<file path="config.mk">
export PLATFORM = sky130hd
export DESIGN_NAME = lcd_chan_diag
export DESIGN_NICKNAME = d
export VERILOG_FILES = /design/src/shared/lcd_pkg.sv /design/src/core/lcd_chan_diag.sv
export SDC_FILE = /design/constraint.sdc
export NUM_CORES = 1
export LEC_CHECK = 0
export ABC_AREA = 1
export BUFFER_PORTS_ARGS = -buffer_cell sky130_fd_sc_hd__buf_2
export CAP_MARGIN = 40
export CORE_MARGIN = 2
export CORE_UTILIZATION = 55
export CTS_BUF_LIST = sky130_fd_sc_hd__clkbuf_16
export DETAILED_ROUTE_END_ITERATION = 7
export PLACE_DENSITY = 0.86
export SLEW_MARGIN = 40
export SYNTH_ARGS = -nofsm -noshare
export SYNTH_HDL_FRONTEND = slang
export SYNTH_SLANG_ARGS = --single-unit
</file>
<file path="constraint.sdc">
create_clock -name pclk -period 3.22 [get_ports pclk]
set_input_delay 0.644 -clock pclk [delete_from_list [all_inputs] [get_ports pclk]]
set_output_delay 0.644 -clock pclk [all_outputs]
set_load 0.05 [all_outputs]
</file>
<file path="src/shared/lcd_pkg.sv">
/*
  constants, register map and decode tables for the channel diagnostic path.
  assumes a single channel per instance and an apb register port.
*/
`default_nettype none
package lcd_pkg;
  // apb register map
  localparam int ADDR_W = 8;
  localparam logic [7:0] CTRL_OFS = 8'h00;
  localparam logic [7:0] STAT_OFS = 8'h04;
  localparam logic [31:0] CTRL_RESET = 32'h0000_0000;
  // control bit positions
  localparam int C_TXEN = 0;
  localparam int C_JPATH = 1;
  localparam int C_JCFG0 = 2;
  localparam int C_JCFG1 = 3;
  localparam int C_PRBS = 4;
  localparam int C_INJ = 5;
  localparam int C_RLOOP = 6;
  localparam int C_LLOOP = 7;
  localparam int C_E3 = 8;
  localparam int C_HOST = 9;
  localparam int C_USED = 10;
  // status bit positions
  localparam int S_FLIM = 0;
  localparam int S_PLOSS = 1;
  localparam int S_DFAULT = 2;
  localparam int S_TX_ENABLE_PIN = 3;
  localparam int S_FILL_LO = 8;
  // synchronised input indices
  localparam int I_TXCLK = 0;
  localparam int I_RX_RECOVERED_CLK = 1;
  localparam int I_DJCLK = 2;
  localparam int I_TXP = 3;
  localparam int I_TXN = 4;
  localparam int I_RXP = 5;
  localparam int I_RXN = 6;
  localparam int I_MTIP = 7;
  localparam int I_MRING = 8;
  localparam int I_TXEN = 9;
  localparam int N_IN = 10;
  // loopback and attenuator decode tables
  typedef enum logic [3:0] {
    LP_NONE = 4'b0001, LP_ANALOG = 4'b0010, LP_DIGITAL = 4'b0100, LP_REMOTE = 4'b1000
  } lcd_loop_t;
  localparam logic [1:0] LOOP_CODE_ANALOG = 2'h1;
  localparam logic [1:0] LOOP_CODE_DIGITAL = 2'h3;
  localparam logic [1:0] LOOP_CODE_REMOTE = 2'h2;
  localparam logic [1:0] JA_CODE_16 = 2'h1;
  localparam logic [1:0] JA_CODE_32 = 2'h2;
  localparam logic [5:0] JA_DEPTH_16 = 6'h10;
  localparam logic [5:0] JA_DEPTH_32 = 6'h20;
  localparam logic [5:0] JA_MARGIN = 6'h02;
  // prbs generator and detector
  localparam int PRBS_W = 23;
  localparam logic [22:0] PRBS_SEED = 23'h7f_ffff;
  localparam logic [5:0] PRBS_LOCK = 6'h20;
  localparam logic [2:0] PRBS_LOSS = 3'h4;
endpackage
`default_nettype wire

</file>
<file path="src/core/lcd_chan_diag.sv">
/*
  channel transmit-path control and diagnostics: drive monitor, transmitter
  on/off, jitter attenuator fifo, prbs generator/detector and loopbacks.
  assumes line and framer clocks far slower than pclk (at least 4x), all
  sampled through two flip-flops; apb master follows the standard protocol.
*/
// Function
// - fault output low while monitor sees transitions
// - fault high after 128 idle clock periods
// - transmitter on needs pin and control bit
// - transmit pins released while transmitter off
// - host mode bit unused: pin and control bit always both needed
// - path select bit places attenuator rx/tx
// - config bits choose depth 16, 32, or off
// - fifo written on data clock, read dejittered
// - limit flag set within two of ends
// - reading limit flag clears fifo and flag
// - prbs enable sends sequence, enables detector
// - violation output low when detector locked
// - out of sync: loss bit and output high
// - inject bit rise inserts one bit error
// - each detected error pulses one rx cycle
// - prbs forces single-rail operation
// - three loopbacks chosen by two bits
// - analog loop: tx output feeds receiver
// - digital loop: tx clock/data to rx outputs
// - remote loop: rx data retransmitted on rx clock
`timescale 1ns/1ps
`default_nettype none
module lcd_chan_diag
  import lcd_pkg::*;
#(
  parameter int DMON_PERIODS = 128,
  parameter int FIFO_MAX = 32
) (
  // clock and reset
  input wire logic pclk,
  input wire logic presetn,
  // apb slave
  input wire logic psel,
  input wire logic penable,
  input wire logic pwrite,
  input wire logic [ADDR_W-1:0] paddr,
  input wire logic [31:0] pwdata,
  output logic [31:0] prdata,
  output logic pready,
  output logic pslverr,
  // framer transmit side
  input wire logic tx_line_clk,
  input wire logic tx_pos_data_in,
  input wire logic tx_neg_data_in,
  input wire logic tx_enable_pin,
  // framer receive side
  output logic rx_recovered_clk,
  output logic rx_pos_data_out,
  output logic rx_neg_data_out,
  output logic rx_neg_violation_out,
  // line receive side, clock from recovery and dejitter clock
  input wire logic line_rx_clk,
  input wire logic line_rx_tip,
  input wire logic line_rx_ring,
  input wire logic dejitter_clk,
  // line transmit side
  output logic line_tx_tip_o,
  output logic line_tx_tip_oe,
  output logic line_tx_ring_o,
  output logic line_tx_ring_oe,
  // drive monitor
  input wire logic monitor_tip_in,
  input wire logic monitor_ring_in,
  output logic drive_fault_out
);

  function automatic lcd_loop_t loop_decode(input logic [1:0] code);
    if (code == LOOP_CODE_ANALOG) return LP_ANALOG;
    if (code == LOOP_CODE_DIGITAL) return LP_DIGITAL;
    if (code == LOOP_CODE_REMOTE) return LP_REMOTE;
    return LP_NONE;
  endfunction

  function automatic logic [5:0] depth_decode(input logic [1:0] code);
    if (code == JA_CODE_16) return JA_DEPTH_16;
    if (code == JA_CODE_32) return JA_DEPTH_32;
    return 6'h00;
  endfunction

  // next prbs bit from history; e3 uses the long sequence
  function automatic logic prbs_fb(input logic [PRBS_W-1:0] s, input logic e3);
    return e3 ? (s[22] ^ s[17]) : (s[14] ^ s[13]);
  endfunction

  // input synchronisers and edge detection
  logic [N_IN-1:0] s1_q, s2_q, s3_q;
  always_ff @(posedge pclk or negedge presetn) begin
    if (!presetn) begin
      s1_q <= '0;
      s2_q <= '0;
      s3_q <= '0;
    end else begin
      s1_q <= {tx_enable_pin, monitor_ring_in, monitor_tip_in, line_rx_ring, line_rx_tip,
               tx_neg_data_in, tx_pos_data_in, dejitter_clk, line_rx_clk, tx_line_clk};
      s2_q <= s1_q;
      s3_q <= s2_q;
    end
  end
  logic tx_e, rxl_e, dj_e;
  assign tx_e = s2_q[I_TXCLK] & ~s3_q[I_TXCLK];
  assign rxl_e = s2_q[I_RX_RECOVERED_CLK] & ~s3_q[I_RX_RECOVERED_CLK];
  assign dj_e = s2_q[I_DJCLK] & ~s3_q[I_DJCLK];

  // control register and decode
  logic [C_USED-1:0] ctrl_q;
  lcd_loop_t lmode;
  logic [5:0] depth;
  logic ja_tx, ja_rx, prbs_on;
  assign lmode = loop_decode({ctrl_q[C_LLOOP], ctrl_q[C_RLOOP]});
  assign depth = depth_decode({ctrl_q[C_JCFG1], ctrl_q[C_JCFG0]});
  assign ja_tx = (depth != 6'h00) & ctrl_q[C_JPATH];
  assign ja_rx = (depth != 6'h00) & ~ctrl_q[C_JPATH];
  assign prbs_on = ctrl_q[C_PRBS];

  // apb slave: zero wait states, error on unmapped offsets
  logic acc, hit, rd_stat;
  logic [31:0] stat_word, rd_mux, prdata_q;
  assign acc = psel & penable;
  assign hit = (paddr == CTRL_OFS) | (paddr == STAT_OFS);
  assign rd_stat = acc & ~pwrite & (paddr == STAT_OFS);
  assign pready = 1'b1;
  assign pslverr = acc & ~hit;
  assign prdata = prdata_q;
  always_comb begin
    rd_mux = 32'h0000_0000;
    if (paddr == CTRL_OFS) rd_mux[C_USED-1:0] = ctrl_q;
    if (paddr == STAT_OFS) rd_mux = stat_word;
  end
  always_ff @(posedge pclk or negedge presetn) begin
    if (!presetn) prdata_q <= 32'h0000_0000;
    else if (psel & ~penable & ~pwrite) prdata_q <= rd_mux;
  end
  always_ff @(posedge pclk or negedge presetn) begin
    if (!presetn) ctrl_q <= CTRL_RESET[C_USED-1:0];
    else if (acc & pwrite & (paddr == CTRL_OFS)) ctrl_q <= pwdata[C_USED-1:0];
  end

  // transmitter on/off; on needs both the control bit and the pin, the host bit has no effect
  logic tx_on_q;
  always_ff @(posedge pclk or negedge presetn) begin
    if (!presetn) tx_on_q <= 1'b0;
    else tx_on_q <= ctrl_q[C_TXEN] & s2_q[I_TXEN];
  end

  // drive monitor: count transmit clock periods since the last transition
  logic [7:0] dmon_cnt_q;
  logic mon_trans, drive_fault_q;
  assign mon_trans = (s2_q[I_MTIP] ^ s3_q[I_MTIP]) | (s2_q[I_MRING] ^ s3_q[I_MRING]);
  always_ff @(posedge pclk or negedge presetn) begin
    if (!presetn) begin
      dmon_cnt_q <= 8'h00;
      drive_fault_q <= 1'b0;
    end else begin
      if (mon_trans) dmon_cnt_q <= 8'h00;
      else if (tx_e && dmon_cnt_q != DMON_PERIODS[7:0]) dmon_cnt_q <= dmon_cnt_q + 8'h01;
      drive_fault_q <= ~mon_trans & (dmon_cnt_q == DMON_PERIODS[7:0]);
    end
  end
  assign drive_fault_out = drive_fault_q;

  // prbs generator with single error injection on a rising control bit
  logic [PRBS_W-1:0] gen_q;
  logic inj_prev_q, inj_pend_q, gen_bit;
  assign gen_bit = prbs_fb(gen_q, ctrl_q[C_E3]) ^ inj_pend_q;
  always_ff @(posedge pclk or negedge presetn) begin
    if (!presetn) begin
      gen_q <= PRBS_SEED;
      inj_prev_q <= 1'b0;
      inj_pend_q <= 1'b0;
    end else begin
      inj_prev_q <= ctrl_q[C_INJ];
      if (!prbs_on) inj_pend_q <= 1'b0;
      else if (ctrl_q[C_INJ] & ~inj_prev_q) inj_pend_q <= 1'b1;
      else if (tx_e) inj_pend_q <= 1'b0;
      if (!prbs_on) gen_q <= PRBS_SEED;
      else if (tx_e) gen_q <= {gen_q[PRBS_W-2:0], prbs_fb(gen_q, ctrl_q[C_E3])};
    end
  end

  // data routing through loopbacks and the attenuator
  logic txo_q, tx_p_q, tx_n_q;
  logic [1:0] fifo_rd;
  logic rx_src_e, rx_post_e, tsrc_e, tpost_e, out_e, fw_e;
  logic [1:0] rx_src_d, rx_post_d, tsrc_d, tpost_d, out_d, fw_d;
  always_comb begin
    rx_src_e = (lmode == LP_ANALOG) ? txo_q : rxl_e;
    rx_src_d = (lmode == LP_ANALOG) ? {tx_p_q, tx_n_q} : {s2_q[I_RXP], s2_q[I_RXN]};
    rx_post_e = ja_rx ? dj_e : rx_src_e;
    rx_post_d = ja_rx ? fifo_rd : rx_src_d;
    if (lmode == LP_REMOTE) begin
      tsrc_e = rx_post_e;
      tsrc_d = rx_post_d;
    end else begin
      tsrc_e = tx_e;
      tsrc_d = prbs_on ? {gen_bit, 1'b0} : {s2_q[I_TXP], s2_q[I_TXN]};
    end
    tpost_e = ja_tx ? dj_e : tsrc_e;
    tpost_d = ja_tx ? fifo_rd : tsrc_d;
    fw_e = ja_tx ? tsrc_e : rx_src_e;
    fw_d = ja_tx ? tsrc_d : rx_src_d;
    out_e = (lmode == LP_DIGITAL) ? tx_e : rx_post_e;
    out_d = (lmode == LP_DIGITAL) ? {s2_q[I_TXP], s2_q[I_TXN]} : rx_post_d;
  end

  // jitter attenuator fifo
  logic [1:0] mem [FIFO_MAX];
  logic [4:0] wr_ptr_q, rd_ptr_q;
  logic [5:0] fill_q;
  logic fwr, frd, flim_set, flim_q, ja_chg;
  // a new path or depth would leave stale words and a fill above the depth
  assign ja_chg = acc & pwrite & (paddr == CTRL_OFS) &
                  ({pwdata[C_JPATH], pwdata[C_JCFG1], pwdata[C_JCFG0]} !=
                   {ctrl_q[C_JPATH], ctrl_q[C_JCFG1], ctrl_q[C_JCFG0]});
  assign fwr = fw_e & (ja_tx | ja_rx) & (fill_q < depth);
  assign frd = dj_e & (ja_tx | ja_rx) & (fill_q != 6'h00);
  assign fifo_rd = (fill_q != 6'h00) ? mem[rd_ptr_q] : 2'b00;
  assign flim_set = (ja_tx | ja_rx) & ((fwr & (fill_q >= depth - JA_MARGIN - 6'h01)) |
                    (frd & (fill_q <= JA_MARGIN + 6'h01)));
  always_ff @(posedge pclk) begin
    if (fwr) mem[wr_ptr_q] <= fw_d;
  end
  always_ff @(posedge pclk or negedge presetn) begin
    if (!presetn) begin
      wr_ptr_q <= 5'h00;
      rd_ptr_q <= 5'h00;
      fill_q <= 6'h00;
    end else if (rd_stat || ja_chg || !(ja_tx | ja_rx)) begin
      wr_ptr_q <= 5'h00;
      rd_ptr_q <= 5'h00;
      fill_q <= 6'h00;
    end else begin
      if (fwr) wr_ptr_q <= (wr_ptr_q + 5'h01) & 5'(depth - 6'h01);
      if (frd) rd_ptr_q <= (rd_ptr_q + 5'h01) & 5'(depth - 6'h01);
      if (fwr & ~frd) fill_q <= fill_q + 6'h01;
      else if (frd & ~fwr) fill_q <= fill_q - 6'h01;
    end
  end
  // a new limit event in the read cycle survives the clear
  always_ff @(posedge pclk or negedge presetn) begin
    if (!presetn) flim_q <= 1'b0;
    else flim_q <= flim_set | (flim_q & ~rd_stat);
  end

  // transmit line outputs, released while off
  always_ff @(posedge pclk or negedge presetn) begin
    if (!presetn) begin
      tx_p_q <= 1'b0;
      tx_n_q <= 1'b0;
      txo_q <= 1'b0;
    end else begin
      txo_q <= tpost_e;
      if (tpost_e) tx_p_q <= tpost_d[1];
      // neg rail drops as soon as prbs starts, not at the next bit
      if (prbs_on) tx_n_q <= 1'b0;
      else if (tpost_e) tx_n_q <= tpost_d[0];
    end
  end
  assign line_tx_tip_o = tx_p_q;
  assign line_tx_ring_o = tx_n_q;
  assign line_tx_tip_oe = tx_on_q;
  assign line_tx_ring_oe = tx_on_q;

  // prbs detector: self-aligning until locked, then free running
  logic [PRBS_W-1:0] det_q;
  logic [5:0] good_q;
  logic [2:0] bad_q;
  logic sync_q, viol_q, exp_bit, mism;
  assign exp_bit = prbs_fb(det_q, ctrl_q[C_E3]);
  assign mism = out_d[1] ^ exp_bit;
  always_ff @(posedge pclk or negedge presetn) begin
    if (!presetn) begin
      det_q <= '0;
      good_q <= 6'h00;
      bad_q <= 3'h0;
      sync_q <= 1'b0;
      viol_q <= 1'b1;
    end else if (!prbs_on) begin
      good_q <= 6'h00;
      bad_q <= 3'h0;
      sync_q <= 1'b0;
      viol_q <= 1'b1;
    end else if (out_e) begin
      det_q <= {det_q[PRBS_W-2:0], sync_q ? exp_bit : out_d[1]};
      good_q <= mism ? 6'h00 : ((good_q == PRBS_LOCK) ? good_q : good_q + 6'h01);
      viol_q <= ~sync_q | mism;
      if (!sync_q) begin
        if (!mism && good_q == PRBS_LOCK - 6'h01) sync_q <= 1'b1;
        bad_q <= 3'h0;
      end else if (mism) begin
        bad_q <= bad_q + 3'h1;
        if (bad_q == PRBS_LOSS - 3'h1) sync_q <= 1'b0;
      end else if (good_q == PRBS_LOCK) begin
        bad_q <= 3'h0;
      end
    end
  end

  // receive outputs to the framer
  logic rx_p_q, rx_n_q, rx_clk_q;
  always_ff @(posedge pclk or negedge presetn) begin
    if (!presetn) begin
      rx_p_q <= 1'b0;
      rx_n_q <= 1'b0;
      rx_clk_q <= 1'b0;
    end else begin
      if (out_e) begin
        rx_p_q <= out_d[1];
        rx_n_q <= out_d[0];
      end
      if (lmode == LP_DIGITAL) rx_clk_q <= s2_q[I_TXCLK];
      else if (ja_rx || (lmode == LP_ANALOG && ja_tx)) rx_clk_q <= s2_q[I_DJCLK];
      else if (lmode == LP_ANALOG) rx_clk_q <= s2_q[I_TXCLK];
      else rx_clk_q <= s2_q[I_RX_RECOVERED_CLK];
    end
  end
  assign rx_recovered_clk = rx_clk_q;
  assign rx_pos_data_out = rx_p_q;
  assign rx_neg_data_out = rx_n_q;
  assign rx_neg_violation_out = prbs_on ? viol_q : rx_n_q;

  always_comb begin
    stat_word = 32'h0000_0000;
    stat_word[S_FLIM] = flim_q;
    stat_word[S_PLOSS] = prbs_on & ~sync_q;
    stat_word[S_DFAULT] = drive_fault_q;
    stat_word[S_TX_ENABLE_PIN] = tx_on_q;
    stat_word[S_FILL_LO +: 6] = fill_q;
  end

  // checks
  property p_fault_clears;
    @(posedge pclk) disable iff (!presetn) mon_trans |=> !drive_fault_out;
  endproperty
  a_fault_clears: assert property (p_fault_clears) else $error("fault stayed high");
  property p_fault_sets;
    @(posedge pclk) disable iff (!presetn)
      (dmon_cnt_q == DMON_PERIODS[7:0] && !mon_trans) |=> drive_fault_out;
  endproperty
  a_fault_sets: assert property (p_fault_sets) else $error("fault not raised");
  property p_tx_on;
    @(posedge pclk) disable iff (!presetn)
      line_tx_tip_oe |-> ($past(ctrl_q[C_TXEN]) && $past(s2_q[I_TXEN]));
  endproperty
  a_tx_on: assert property (p_tx_on) else $error("driver on without enable");
  property p_tx_off;
    @(posedge pclk) disable iff (!presetn) !ctrl_q[C_TXEN] |=> !line_tx_ring_oe;
  endproperty
  a_tx_off: assert property (p_tx_off) else $error("driver not released");
  property p_flag_read;
    @(posedge pclk) disable iff (!presetn)
      (rd_stat && !flim_set) |=> (!flim_q && fill_q == 6'h00);
  endproperty
  a_flag_read: assert property (p_flag_read) else $error("read did not clear");
  property p_flag_set;
    @(posedge pclk) disable iff (!presetn) flim_set |=> flim_q;
  endproperty
  a_flag_set: assert property (p_flag_set) else $error("limit flag lost");
  property p_single_rail;
    @(posedge pclk) disable iff (!presetn) (prbs_on && $past(prbs_on)) |-> !line_tx_ring_o;
  endproperty
  a_single_rail: assert property (p_single_rail) else $error("neg rail active in prbs");
  property p_unsync_high;
    @(posedge pclk) disable iff (!presetn)
      (prbs_on && !sync_q) |-> (rx_neg_violation_out && stat_word[S_PLOSS]);
  endproperty
  a_unsync_high: assert property (p_unsync_high) else $error("sync loss not shown");
  property p_inject;
    @(posedge pclk) disable iff (!presetn)
      (prbs_on && ctrl_q[C_INJ] && !inj_prev_q) |=> inj_pend_q;
  endproperty
  a_inject: assert property (p_inject) else $error("injection missed");
  property p_depth;
    @(posedge pclk) disable iff (!presetn) fill_q <= depth;
  endproperty
  a_depth: assert property (p_depth) else $error("fifo over selected depth");
  c_sync: cover property (@(posedge pclk) disable iff (!presetn) prbs_on && sync_q);
  c_fault: cover property (@(posedge pclk) disable iff (!presetn) $rose(drive_fault_out));
  c_limit: cover property (@(posedge pclk) disable iff (!presetn) $rose(flim_q));
  c_err: cover property (@(posedge pclk) disable iff (!presetn) sync_q && out_e && mism);

endmodule
`default_nettype wire

</file>
==> results of run 1 <==
-- where the power goes --
| group | internal [uW] | switching, uW | leakage [uW] |
|---|---|---|---|
| clock network | 1230 | 963 | 0.000324 |
| logic | 634 | 1360 | 0.00232 |
| registers | 3070 | 245 | 0.00229 |
-- layer usage --
layer / wire length (um) / part of all wire / track usage / vias up
met3: 1230 / 0.060 / 0.0328 / 48
met4: 485 / 0.024 / 0.0741 / 0
met5: 0 / 0 / 0 / -
met1: 8530 / 0.42 / 0.290 / 3472
met2: 10200 / 0.50 / 0.387 / 284
li1: - / - / - / 3360
-- registers in the layout (all words and copies together), names as in the netlist, 5 cells and up --
name / count
prdata: 14
s2_q: 10
fill_q: 6
rd_ptr_q: 5
ctrl_q: 10
det_q: 23
s1_q: 10
wr_ptr_q: 5
gen_q: 23
good_q: 6
mem: 64
s3_q: 5
dmon_cnt_q: 8
-- worst min path at each step --
| stage | to | start | depth (start not counted) | slack [ps] |
|---|---|---|---|---|
| after floorplan | s2_q[0] | s1_q[0] | 0 | 330 |
| after global placement | s2_q[9] | s1_q[9] | 0 | 330 |
| after detailed placement | s2_q[1] | s1_q[1] | 0 | 340 |
| after CTS | det_q[5] | presetn | 1 | 160 |
| after global routing | det_q[1] | presetn | 1 | 180 |
| final | det_q[6] | presetn | 1 | 120 |
-- layout make-up --
cell class,instances,area share
sequential,205,0.511
multi-input combinational,620,0.318
clock buffer,22,0.0513
inverter,138,0.0499
timing repair buffer,71,0.0384
tap,225,0.0263
clock inverter,14,0.00537
-- stage by stage --
step / cell area, um2 / hold WS, ps / total power (uW)
floorplan: 9700 / 331 / 4820
global placement: 10100 / 334 / 5190
detailed placement: 10100 / 336 / 5280
CTS: 10700 / 160 / 7480
global route: 10700 / 184 / 7860
finish: 10700 / 124 / 7490
-- cell usage in the layout, fill, tap and decap left out, drive strengths merged --
master,n
inv,144
conb,19
clkinv,8
o2111ai,3
nor4,4
edfxtp,64
a21oi,23
dfrtp,117
nor2,106
and2,1
a31oi,4
buf,71
nand4,11
xnor2,4
or2,6
o21ai,98
dfstp,24
xor2,11
o22a,1
nor3b,2
o32ai,1
a22oi,21
nor3,11
and3,1
nand2,187
o211ai,4
a211oi,2
nand3,54
o2bb2ai,1
nand3b,2
o221ai,5
clkbuf,22
o21a,4
ha,21
o22ai,7
o31ai,5
fa,1
-- cell families after synthesis --
logic type / count (synthesis) / share of synthesized area
simple gates: 385 / 0.189
flops: 205 / 0.569
buf+inv: 183 / 0.0863
compound gates: 179 / 0.112
fa+ha+maj: 22 / 0.0293
xor+xnor: 15 / 0.0136
other cells: 2 / 0.000779
-- timing repair --
action                     4_1_cts  5_1_grt
setup endpoints to repair        0        1
setup buffers                    0        2
gates resized for setup          0        4
==> impl_metrics.env, run 1 <==
export IMPL_outcome="finished clean"
export IMPL_setup_ws_ps=293
export IMPL_synth_edff_count=64
export IMPL_worst_pin_slew_ps=630
export IMPL_drv_slew=0
export IMPL_final_cells=1295
export IMPL_path_max_fanout=9
export IMPL_min_period_ps=2930
export IMPL_rsz0062_at_grt="no"
export IMPL_grt_pass1_vias=7023
export IMPL_fmax_mhz=342
export IMPL_cellLeakagePower_uw=0.00494
export IMPL_ant_nets=0
export IMPL_endpoint="fill_q[5]"
export IMPL_yosysMostFrequentCell="nand2_1"
export IMPL_ys_seq_area_frac=0.569
export IMPL_grt_overflow=0
export IMPL_ios=98
export IMPL_hold_buffers=0
export IMPL_crit_chain="inv_1, ha_2, nor2_4, inv_2, nand2_1, o21ai_2, nand2_2, nand2_2, nand2_2, nand2_4, nor2_8, inv_4, ha_4, a21oi_1, and2_1, inv_1, a21oi_1, nor2_1, nor2_1, inv_1, nor2_1, o21ai_2"
export IMPL_drive_above_1_share=0.174
export IMPL_postSynthCellCount=991
export IMPL_numPlacedInstances=1257
export IMPL_dp_hpwl_um=13500
export IMPL_cts_sinks=205
export IMPL_startpoint="ctrl_q[2]"
export IMPL_setup_viol=0
export IMPL_maxCapViolations=0
export IMPL_slew_headroom=0.579
export IMPL_start_kind="flip-flop"
export IMPL_ys_warn_count=0
export IMPL_worst_ep_required_time_ps=3600
export IMPL_synth_top_area_frac=0.304
export IMPL_reg2reg_depth=22
export IMPL_cts_tree="yes"
export IMPL_cpMaxStageDelayCell="dfrtp_2"
export IMPL_root_buffer="clkbuf_16"
export IMPL_synth_flop_cell="dfrtp_1"
export IMPL_rows=48
export IMPL_rrSetupSlack_ps=290
export IMPL_fin_skew_ps=7.99
export IMPL_critPathTopFamily="simple AND/OR/NAND/NOR gates"
export IMPL_r2r_start="ctrl_q[2]"
export IMPL_core_area_mm2=0.0172
export IMPL_grtUsageTotal=0.224
export IMPL_fin_setup_tns_ps=0
export IMPL_die_h_um=136
export IMPL_cts_buffer_depth=3
export IMPL_place_congestion=0.833
export IMPL_end_kind="flip-flop"
export IMPL_holdCritPathClass="in -> async"
export IMPL_port_buffers=56
export IMPL_slowest_delay_ps=440
export IMPL_ir_drop_mv=0.510
export IMPL_die_w_um=136
export IMPL_hold_viol_final=0
export IMPL_crit_cells=22
export IMPL_cp_buffers_inverters=5
export IMPL_synth_distinct_cells=62
export IMPL_synth_top_cell_by_area="dfrtp_1"
export IMPL_antenna_found_initial=0
export IMPL_fin_nets=1133
export IMPL_fin_util=0.622
export IMPL_clock_latency_ps=490
export IMPL_preCtsSetupSlack_ps=75.8
export IMPL_drt_iter0_markers=644
export IMPL_worstReg2RegEnd="fill_q[5]"
export IMPL_arrival_ps=3300
export IMPL_synthTopCellsByArea="dfrtp_1, edfxtp_1, nand2_1"
export IMPL_clk_pin_slew_worst_paths_ps=60
export IMPL_period_share=0.909
export IMPL_crit_type="reg -> reg"
export IMPL_p_per_area_mw_per_mm2=699
export IMPL_cts_buffers=20
export IMPL_viasPerCell=5.53
export IMPL_syn_cell_area_mm2=0.00964
export IMPL_finalWirelength_um=20400
export IMPL_wl_per_cell_um=15.8
export IMPL_synthArstFlopShare=0.688
export IMPL_area_growth_pct=11.3
export IMPL_start_util=0.559
export IMPL_multi_input_area_mm2=0.00341
export IMPL_diodes=0
export IMPL_netlist_top_cells_count="nand2_1, inv_1, dfrtp_1, nor2_1, o21ai_0"
export IMPL_grt_pass1_wl_um=33100
export IMPL_seq_area_mm2=0.00548
export IMPL_fillers=1276
export IMPL_yosys_register_bits=205
export IMPL_first_pass_iters=5
export IMPL_floorplan_die_area_mm2=0.0186
export IMPL_grt_max_degree=65
export IMPL_route_detailed_drc=0
export IMPL_vias=7164
export IMPL_cts_htree_levels=1
export IMPL_avgSynthCellArea_um2=9.73
Note: power is estimated with default switching activity, not from simulation.
==> run 2: changes to the inputs <==
--- a/config.mk
+++ b/config.mk
@@ -13,6 +13,7 @@
 export CTS_BUF_LIST = sky130_fd_sc_hd__clkbuf_16
 export DETAILED_ROUTE_END_ITERATION = 7
 export PLACE_DENSITY = 0.86
+export SKIP_LAST_GASP = 1
 export SLEW_MARGIN = 40
 export SYNTH_ARGS = -nofsm -noshare
 export SYNTH_HDL_FRONTEND = slang
==> constraint.sdc (replaced) <==
create_clock -name pclk -period 3.4 [get_ports pclk]
set_input_delay 0.68 -clock pclk [delete_from_list [all_inputs] [get_ports pclk]]
set_output_delay 0.68 -clock pclk [all_outputs]
set_load 0.05 [all_outputs]
==> impl_metrics.env, run 2 (synthesized netlist as in run 1, its figures left out) <==
export IMPL_outcome="finished clean"
export IMPL_rows=48
export IMPL_first_pass_iters=6
export IMPL_largest_register_ffs=64
export IMPL_setup_ws_ps=268
export IMPL_final_cells=1292
export IMPL_regMostFlops="mem"
export IMPL_maxCapViolations=0
export IMPL_cts_tree="yes"
export IMPL_rsz0062_at_grt="no"
export IMPL_grtUsageTotal=0.223
export IMPL_finalWirelength_um=20000
export IMPL_fin_setup_tns_ps=0
export IMPL_route_detailed_drc=0
export IMPL_fmax_mhz=319
export IMPL_grt_pass1_wl_um=33100
export IMPL_cts_htree_levels=1
export IMPL_drv_slew=0
export IMPL_hold_buffers=0
export IMPL_place_congestion=0.864
export IMPL_reg2reg_depth=22
export IMPL_worst_pin_slew_ps=644
export IMPL_numPlacedInstances=1254
export IMPL_holdCritPathClass="in -> async"
export IMPL_min_period_ps=3130
export IMPL_drive_above_1_share=0.172
export IMPL_setup_viol=0
export IMPL_cts_buffers=21
export IMPL_slew_headroom=0.570
export IMPL_clock_latency_ps=500
export IMPL_grt_max_degree=112
export IMPL_period_share=0.921
export IMPL_path_max_fanout=9
export IMPL_post_cts_buffers=0
export IMPL_largest_registers="mem (64), det_q (23), gen_q (23)"
export IMPL_fin_skew_ps=14.3
export IMPL_grt_overflow=0
export IMPL_antenna_found_initial=0
export IMPL_wl_per_cell_um=15.5
export IMPL_port_buffers=56
export IMPL_floorplan_die_area_mm2=0.0186
export IMPL_crit_type="reg -> reg"
export IMPL_grt_pass1_vias=6994
export IMPL_end_kind="flip-flop"
export IMPL_seq_area_mm2=0.00548
export IMPL_ios=98
export IMPL_core_area_mm2=0.0172
export IMPL_final_cell_mix="nand2_1, inv_1, dfrtp_1, nor2_1, o21ai_0"
export IMPL_preCtsSetupSlack_ps=206
export IMPL_worstReg2RegEnd="fill_q[5]"
export IMPL_diodes=0
export IMPL_start_util=0.559
export IMPL_drt_iter0_markers=592
export IMPL_ir_drop_mv=0.532
export IMPL_fillers=1304
export IMPL_rrSetupSlack_ps=270
export IMPL_viasPerCell=5.52
export IMPL_dp_hpwl_um=13400
export IMPL_multi_input_area_mm2=0.00339
export IMPL_clk_pin_slew_worst_paths_ps=70
export IMPL_ant_nets=0
export IMPL_start_kind="flip-flop"
export IMPL_p_per_area_mw_per_mm2=675
export IMPL_arrival_ps=3510
export IMPL_r2r_start="ctrl_q[2]"
export IMPL_cellLeakagePower_uw=0.00495
export IMPL_hold_viol_final=0
export IMPL_cts_buffer_depth=3
export IMPL_vias=7126
export IMPL_worst_ep_required_time_ps=3780
export IMPL_area_growth_pct=11.5
export IMPL_die_w_um=136
export IMPL_root_buffer="clkbuf_16"
export IMPL_layout_commonest_cell="nand2_1"
export IMPL_hold_slack_ps=51.7
export IMPL_die_h_um=136
export IMPL_cts_sinks=205
export IMPL_fin_nets=1129
## run 2: changes by cell type in the layout (fill, tap and decap cells not counted), sizes merged
cell      delta
buf          -5
bufinv       +2
clkinvlp     +1
inv          -1
## run 2: stage by stage
stage,instance area (um2),total power [uW],util
finish,10700,7250,0.623
global route,10700,7630,0.623
CTS,10700,7260,0.623
detailed placement,10100,4980,0.584
global placement,10100,4900,0.584
floorplan,9700,4560,-
## run 2: worst max-delay path, cell delays in order, from the launching register on
cell	delay (ps)
dfrtp_1	430
inv_1	90
ha_2	370
nor2_4	190
inv_2	70
nand2_1	80
o21ai_2	60
nand2_2	70
nand2_2	60
nand2_2	70
nand2_4	100
nor2_8	130
inv_2	80
ha_1	330
a21oi_1	130
and2_1	160
inv_1	50
a21oi_1	110
nor2_1	50
nor2_1	80
inv_1	50
nor2_1	140
o21ai_2	90
## run 2: timing repair
item	4_1_cts	5_1_grt
resized for setup	0	1
setup endpoints to repair	0	1
hold endpoints to repair	0	0
## run 2: per-layer routing
metal / track usage / vias to the layer above / share of wire
met2: 0.372 / 305 / 0.48
met3: 0.0391 / 54 / 0.068
li1: - / 3357 / -
met5: 0 / - / 0
met4: 0.0804 / 0 / 0.029
met1: 0.294 / 3410 / 0.42
## run 2: final cells by class
cell class,count,share of cell area
Sequential cell,205,0.510
Multi-Input combinational cell,620,0.316
Clock buffer,22,0.0512
Clock inverter,16,0.0123
Inverter,138,0.0496
Timing Repair Buffer,66,0.0348
Tap cell,225,0.0262
## run 2: power by group
part,total (uW),switching [uW],internal (uW)
registers,3130,225,2910
logic,1840,1250,588
clock network,2280,945,1330
total,7250,2430,4830
## run 2: worst max-delay path by stage
stage / from / to / slack (ps) / cells after the start
after floorplan: ctrl_q[2] / mem[0][1] / 570 / 4
after global placement: ctrl_q[2] / fill_q[5] / 310 / 22
after detailed placement: ctrl_q[2] / fill_q[5] / 210 / 22
after CTS: ctrl_q[2] / fill_q[5] / 170 / 22
after global routing: ctrl_q[2] / fill_q[5] / 20 / 22
final: ctrl_q[2] / fill_q[5] / 270 / 22
==> run 3: changes to the inputs <==
--- a/config.mk
+++ b/config.mk
@@ -8,11 +8,13 @@
 export ABC_AREA = 1
 export BUFFER_PORTS_ARGS = -buffer_cell sky130_fd_sc_hd__buf_2
 export CAP_MARGIN = 40
+export CORE_ASPECT_RATIO = 0.7
 export CORE_MARGIN = 2
 export CORE_UTILIZATION = 55
 export CTS_BUF_LIST = sky130_fd_sc_hd__clkbuf_16
 export DETAILED_ROUTE_END_ITERATION = 7
 export PLACE_DENSITY = 0.86
+export SKIP_CTS_REPAIR_TIMING = 1
 export SKIP_LAST_GASP = 1
 export SLEW_MARGIN = 40
 export SYNTH_ARGS = -nofsm -noshare
==> impl_metrics.env, run 3 (synthesized netlist as in run 1, its figures left out) <==
export IMPL_ir_drop_mv=0.446
export IMPL_cts_buffers=20
export IMPL_holdCritPathClass="in -> async"
export IMPL_area_growth_pct=10.6
export IMPL_cts_buffer_depth=3
export IMPL_place_congestion=0.918
export IMPL_final_cell_mix="nand2_1, inv_1, dfrtp_1, nor2_1, o21ai_0"
export IMPL_finalWirelength_um=20700
export IMPL_min_period_ps=3150
export IMPL_multi_input_area_mm2=0.00339
export IMPL_largest_register_ffs=64
export IMPL_period_share=0.926
export IMPL_dp_hpwl_um=14200
export IMPL_cellLeakagePower_uw=0.00491
export IMPL_port_buffers=56
export IMPL_fin_nets=1128
export IMPL_layout_commonest_cell="nand2_1"
export IMPL_fin_skew_ps=10.2
export IMPL_drt_iter0_markers=877
export IMPL_route_detailed_drc=0
export IMPL_regMostFlops="mem"
export IMPL_end_kind="flip-flop"
export IMPL_maxCapViolations=0
export IMPL_clk_pin_slew_worst_paths_ps=60
export IMPL_p_per_area_mw_per_mm2=659
export IMPL_viasPerCell=5.46
export IMPL_outcome="finished clean"
export IMPL_largest_registers="mem (64), det_q (23), gen_q (23)"
export IMPL_hold_viol_final=0
export IMPL_start_util=0.562
export IMPL_wl_per_cell_um=16.0
export IMPL_fillers=1311
export IMPL_core_area_mm2=0.0172
export IMPL_cts_htree_levels=1
export IMPL_ios=98
export IMPL_rsz0062_at_grt="no"
export IMPL_cpMaxStageDelayCell="dfrtp_1"
export IMPL_cts_sinks=205
export IMPL_slowest_delay_ps=420
export IMPL_reg2reg_depth=22
export IMPL_cts_tree="yes"
export IMPL_crit_chain="inv_1, ha_2, nor2_4, inv_2, nand2_1, o21ai_2, nand2_2, nand2_2, nand2_2, nand2_4, nor2_8, inv_2, ha_1, a21oi_1, and2_1, inv_1, a21oi_1, nor2_1, nor2_1, inv_1, nor2_1, o21ai_2"
export IMPL_slew_headroom=0.573
export IMPL_start_kind="flip-flop"
export IMPL_first_pass_iters=6
export IMPL_arrival_ps=3530
export IMPL_ant_nets=0
export IMPL_die_w_um=162
export IMPL_vias=7075
export IMPL_hold_slack_ps=171
export IMPL_seq_area_mm2=0.00548
export IMPL_fin_setup_tns_ps=0
export IMPL_clock_latency_ps=490
export IMPL_antenna_found_initial=0
export IMPL_diodes=0
export IMPL_path_max_fanout=9
export IMPL_die_h_um=115
export IMPL_total_power_uw=7020
export IMPL_grtUsageTotal=0.224
export IMPL_worst_ep_required_time_ps=3780
export IMPL_grt_max_degree=82
export IMPL_grt_overflow=0
export IMPL_drv_slew=0
export IMPL_rows=40
export IMPL_root_buffer="clkbuf_16"
export IMPL_grt_pass1_vias=6741
export IMPL_grt_pass1_wl_um=33500
export IMPL_floorplan_die_area_mm2=0.0186
export IMPL_drive_above_1_share=0.166
export IMPL_crit_type="reg -> reg"
export IMPL_setup_viol=0
export IMPL_worst_pin_slew_ps=640
export IMPL_fmax_mhz=318
[run 3: layout make-up]
cell class,instances,share of cell area
Clock inverter,15,0.00587
Sequential cell,205,0.514
Tap cell,231,0.0271
Multi-Input combinational cell,620,0.318
Inverter,138,0.0500
Timing Repair Buffer,66,0.0351
Clock buffer,21,0.0493
[run 3: stage by stage]
step           utilization  std cells  setup WS (ps)  instance area, um2
2_1_floorplan            -       1008            568                9700
3_3_place_gp         0.586       1260            361               10100
3_5_place_dp         0.586       1260            232               10100
4_1_cts              0.621       1296            223               10700
5_1_grt              0.621       1296           22.1               10700
6_report             0.621       1296            251               10700
[run 3: power breakdown]
part           internal [uW]  switching [uW]
Sequential              2910             249
Combinational            585            1270
Clock                   1110             894
Total                   4610            2420
[run 3: per-layer routing]
metal  track usage  share of wire  vias to the layer above  wire length (um)
met3        0.0393          0.072                       31              1500
met2         0.340           0.44                      265              9210
li1              -              -                     3346                 -
met4        0.0525          0.017                        0               355
met1         0.342           0.47                     3433              9670
met5             0              0                        -                 0
[run 3: worst max-delay path, delay by kind of cell (launching register included)]
| kind | cells | cell delay [ps] |
|---|---|---|
| adders and majority gates | 2 | 680 |
| AOI/OAI and AO/OA | 4 | 420 |
| and+or+nand+nor | 11 | 1150 |
| DFF | 1 | 420 |
| buffers and inverters | 5 | 380 |
[run 3: worst paths after layout]
check	start	end	slack [ps]
worst min-delay path	presetn	det_q[19]	170
min in group pclk	tx_line_clk	s1_q[0]	290
worst max register to register	ctrl_q[2]	fill_q[5]	250
max in group asynchronous	presetn	dmon_cnt_q[5]	2420
worst min register to register	s1_q[2]	s2_q[2]	350
worst max-delay path	ctrl_q[2]	fill_q[5]	250
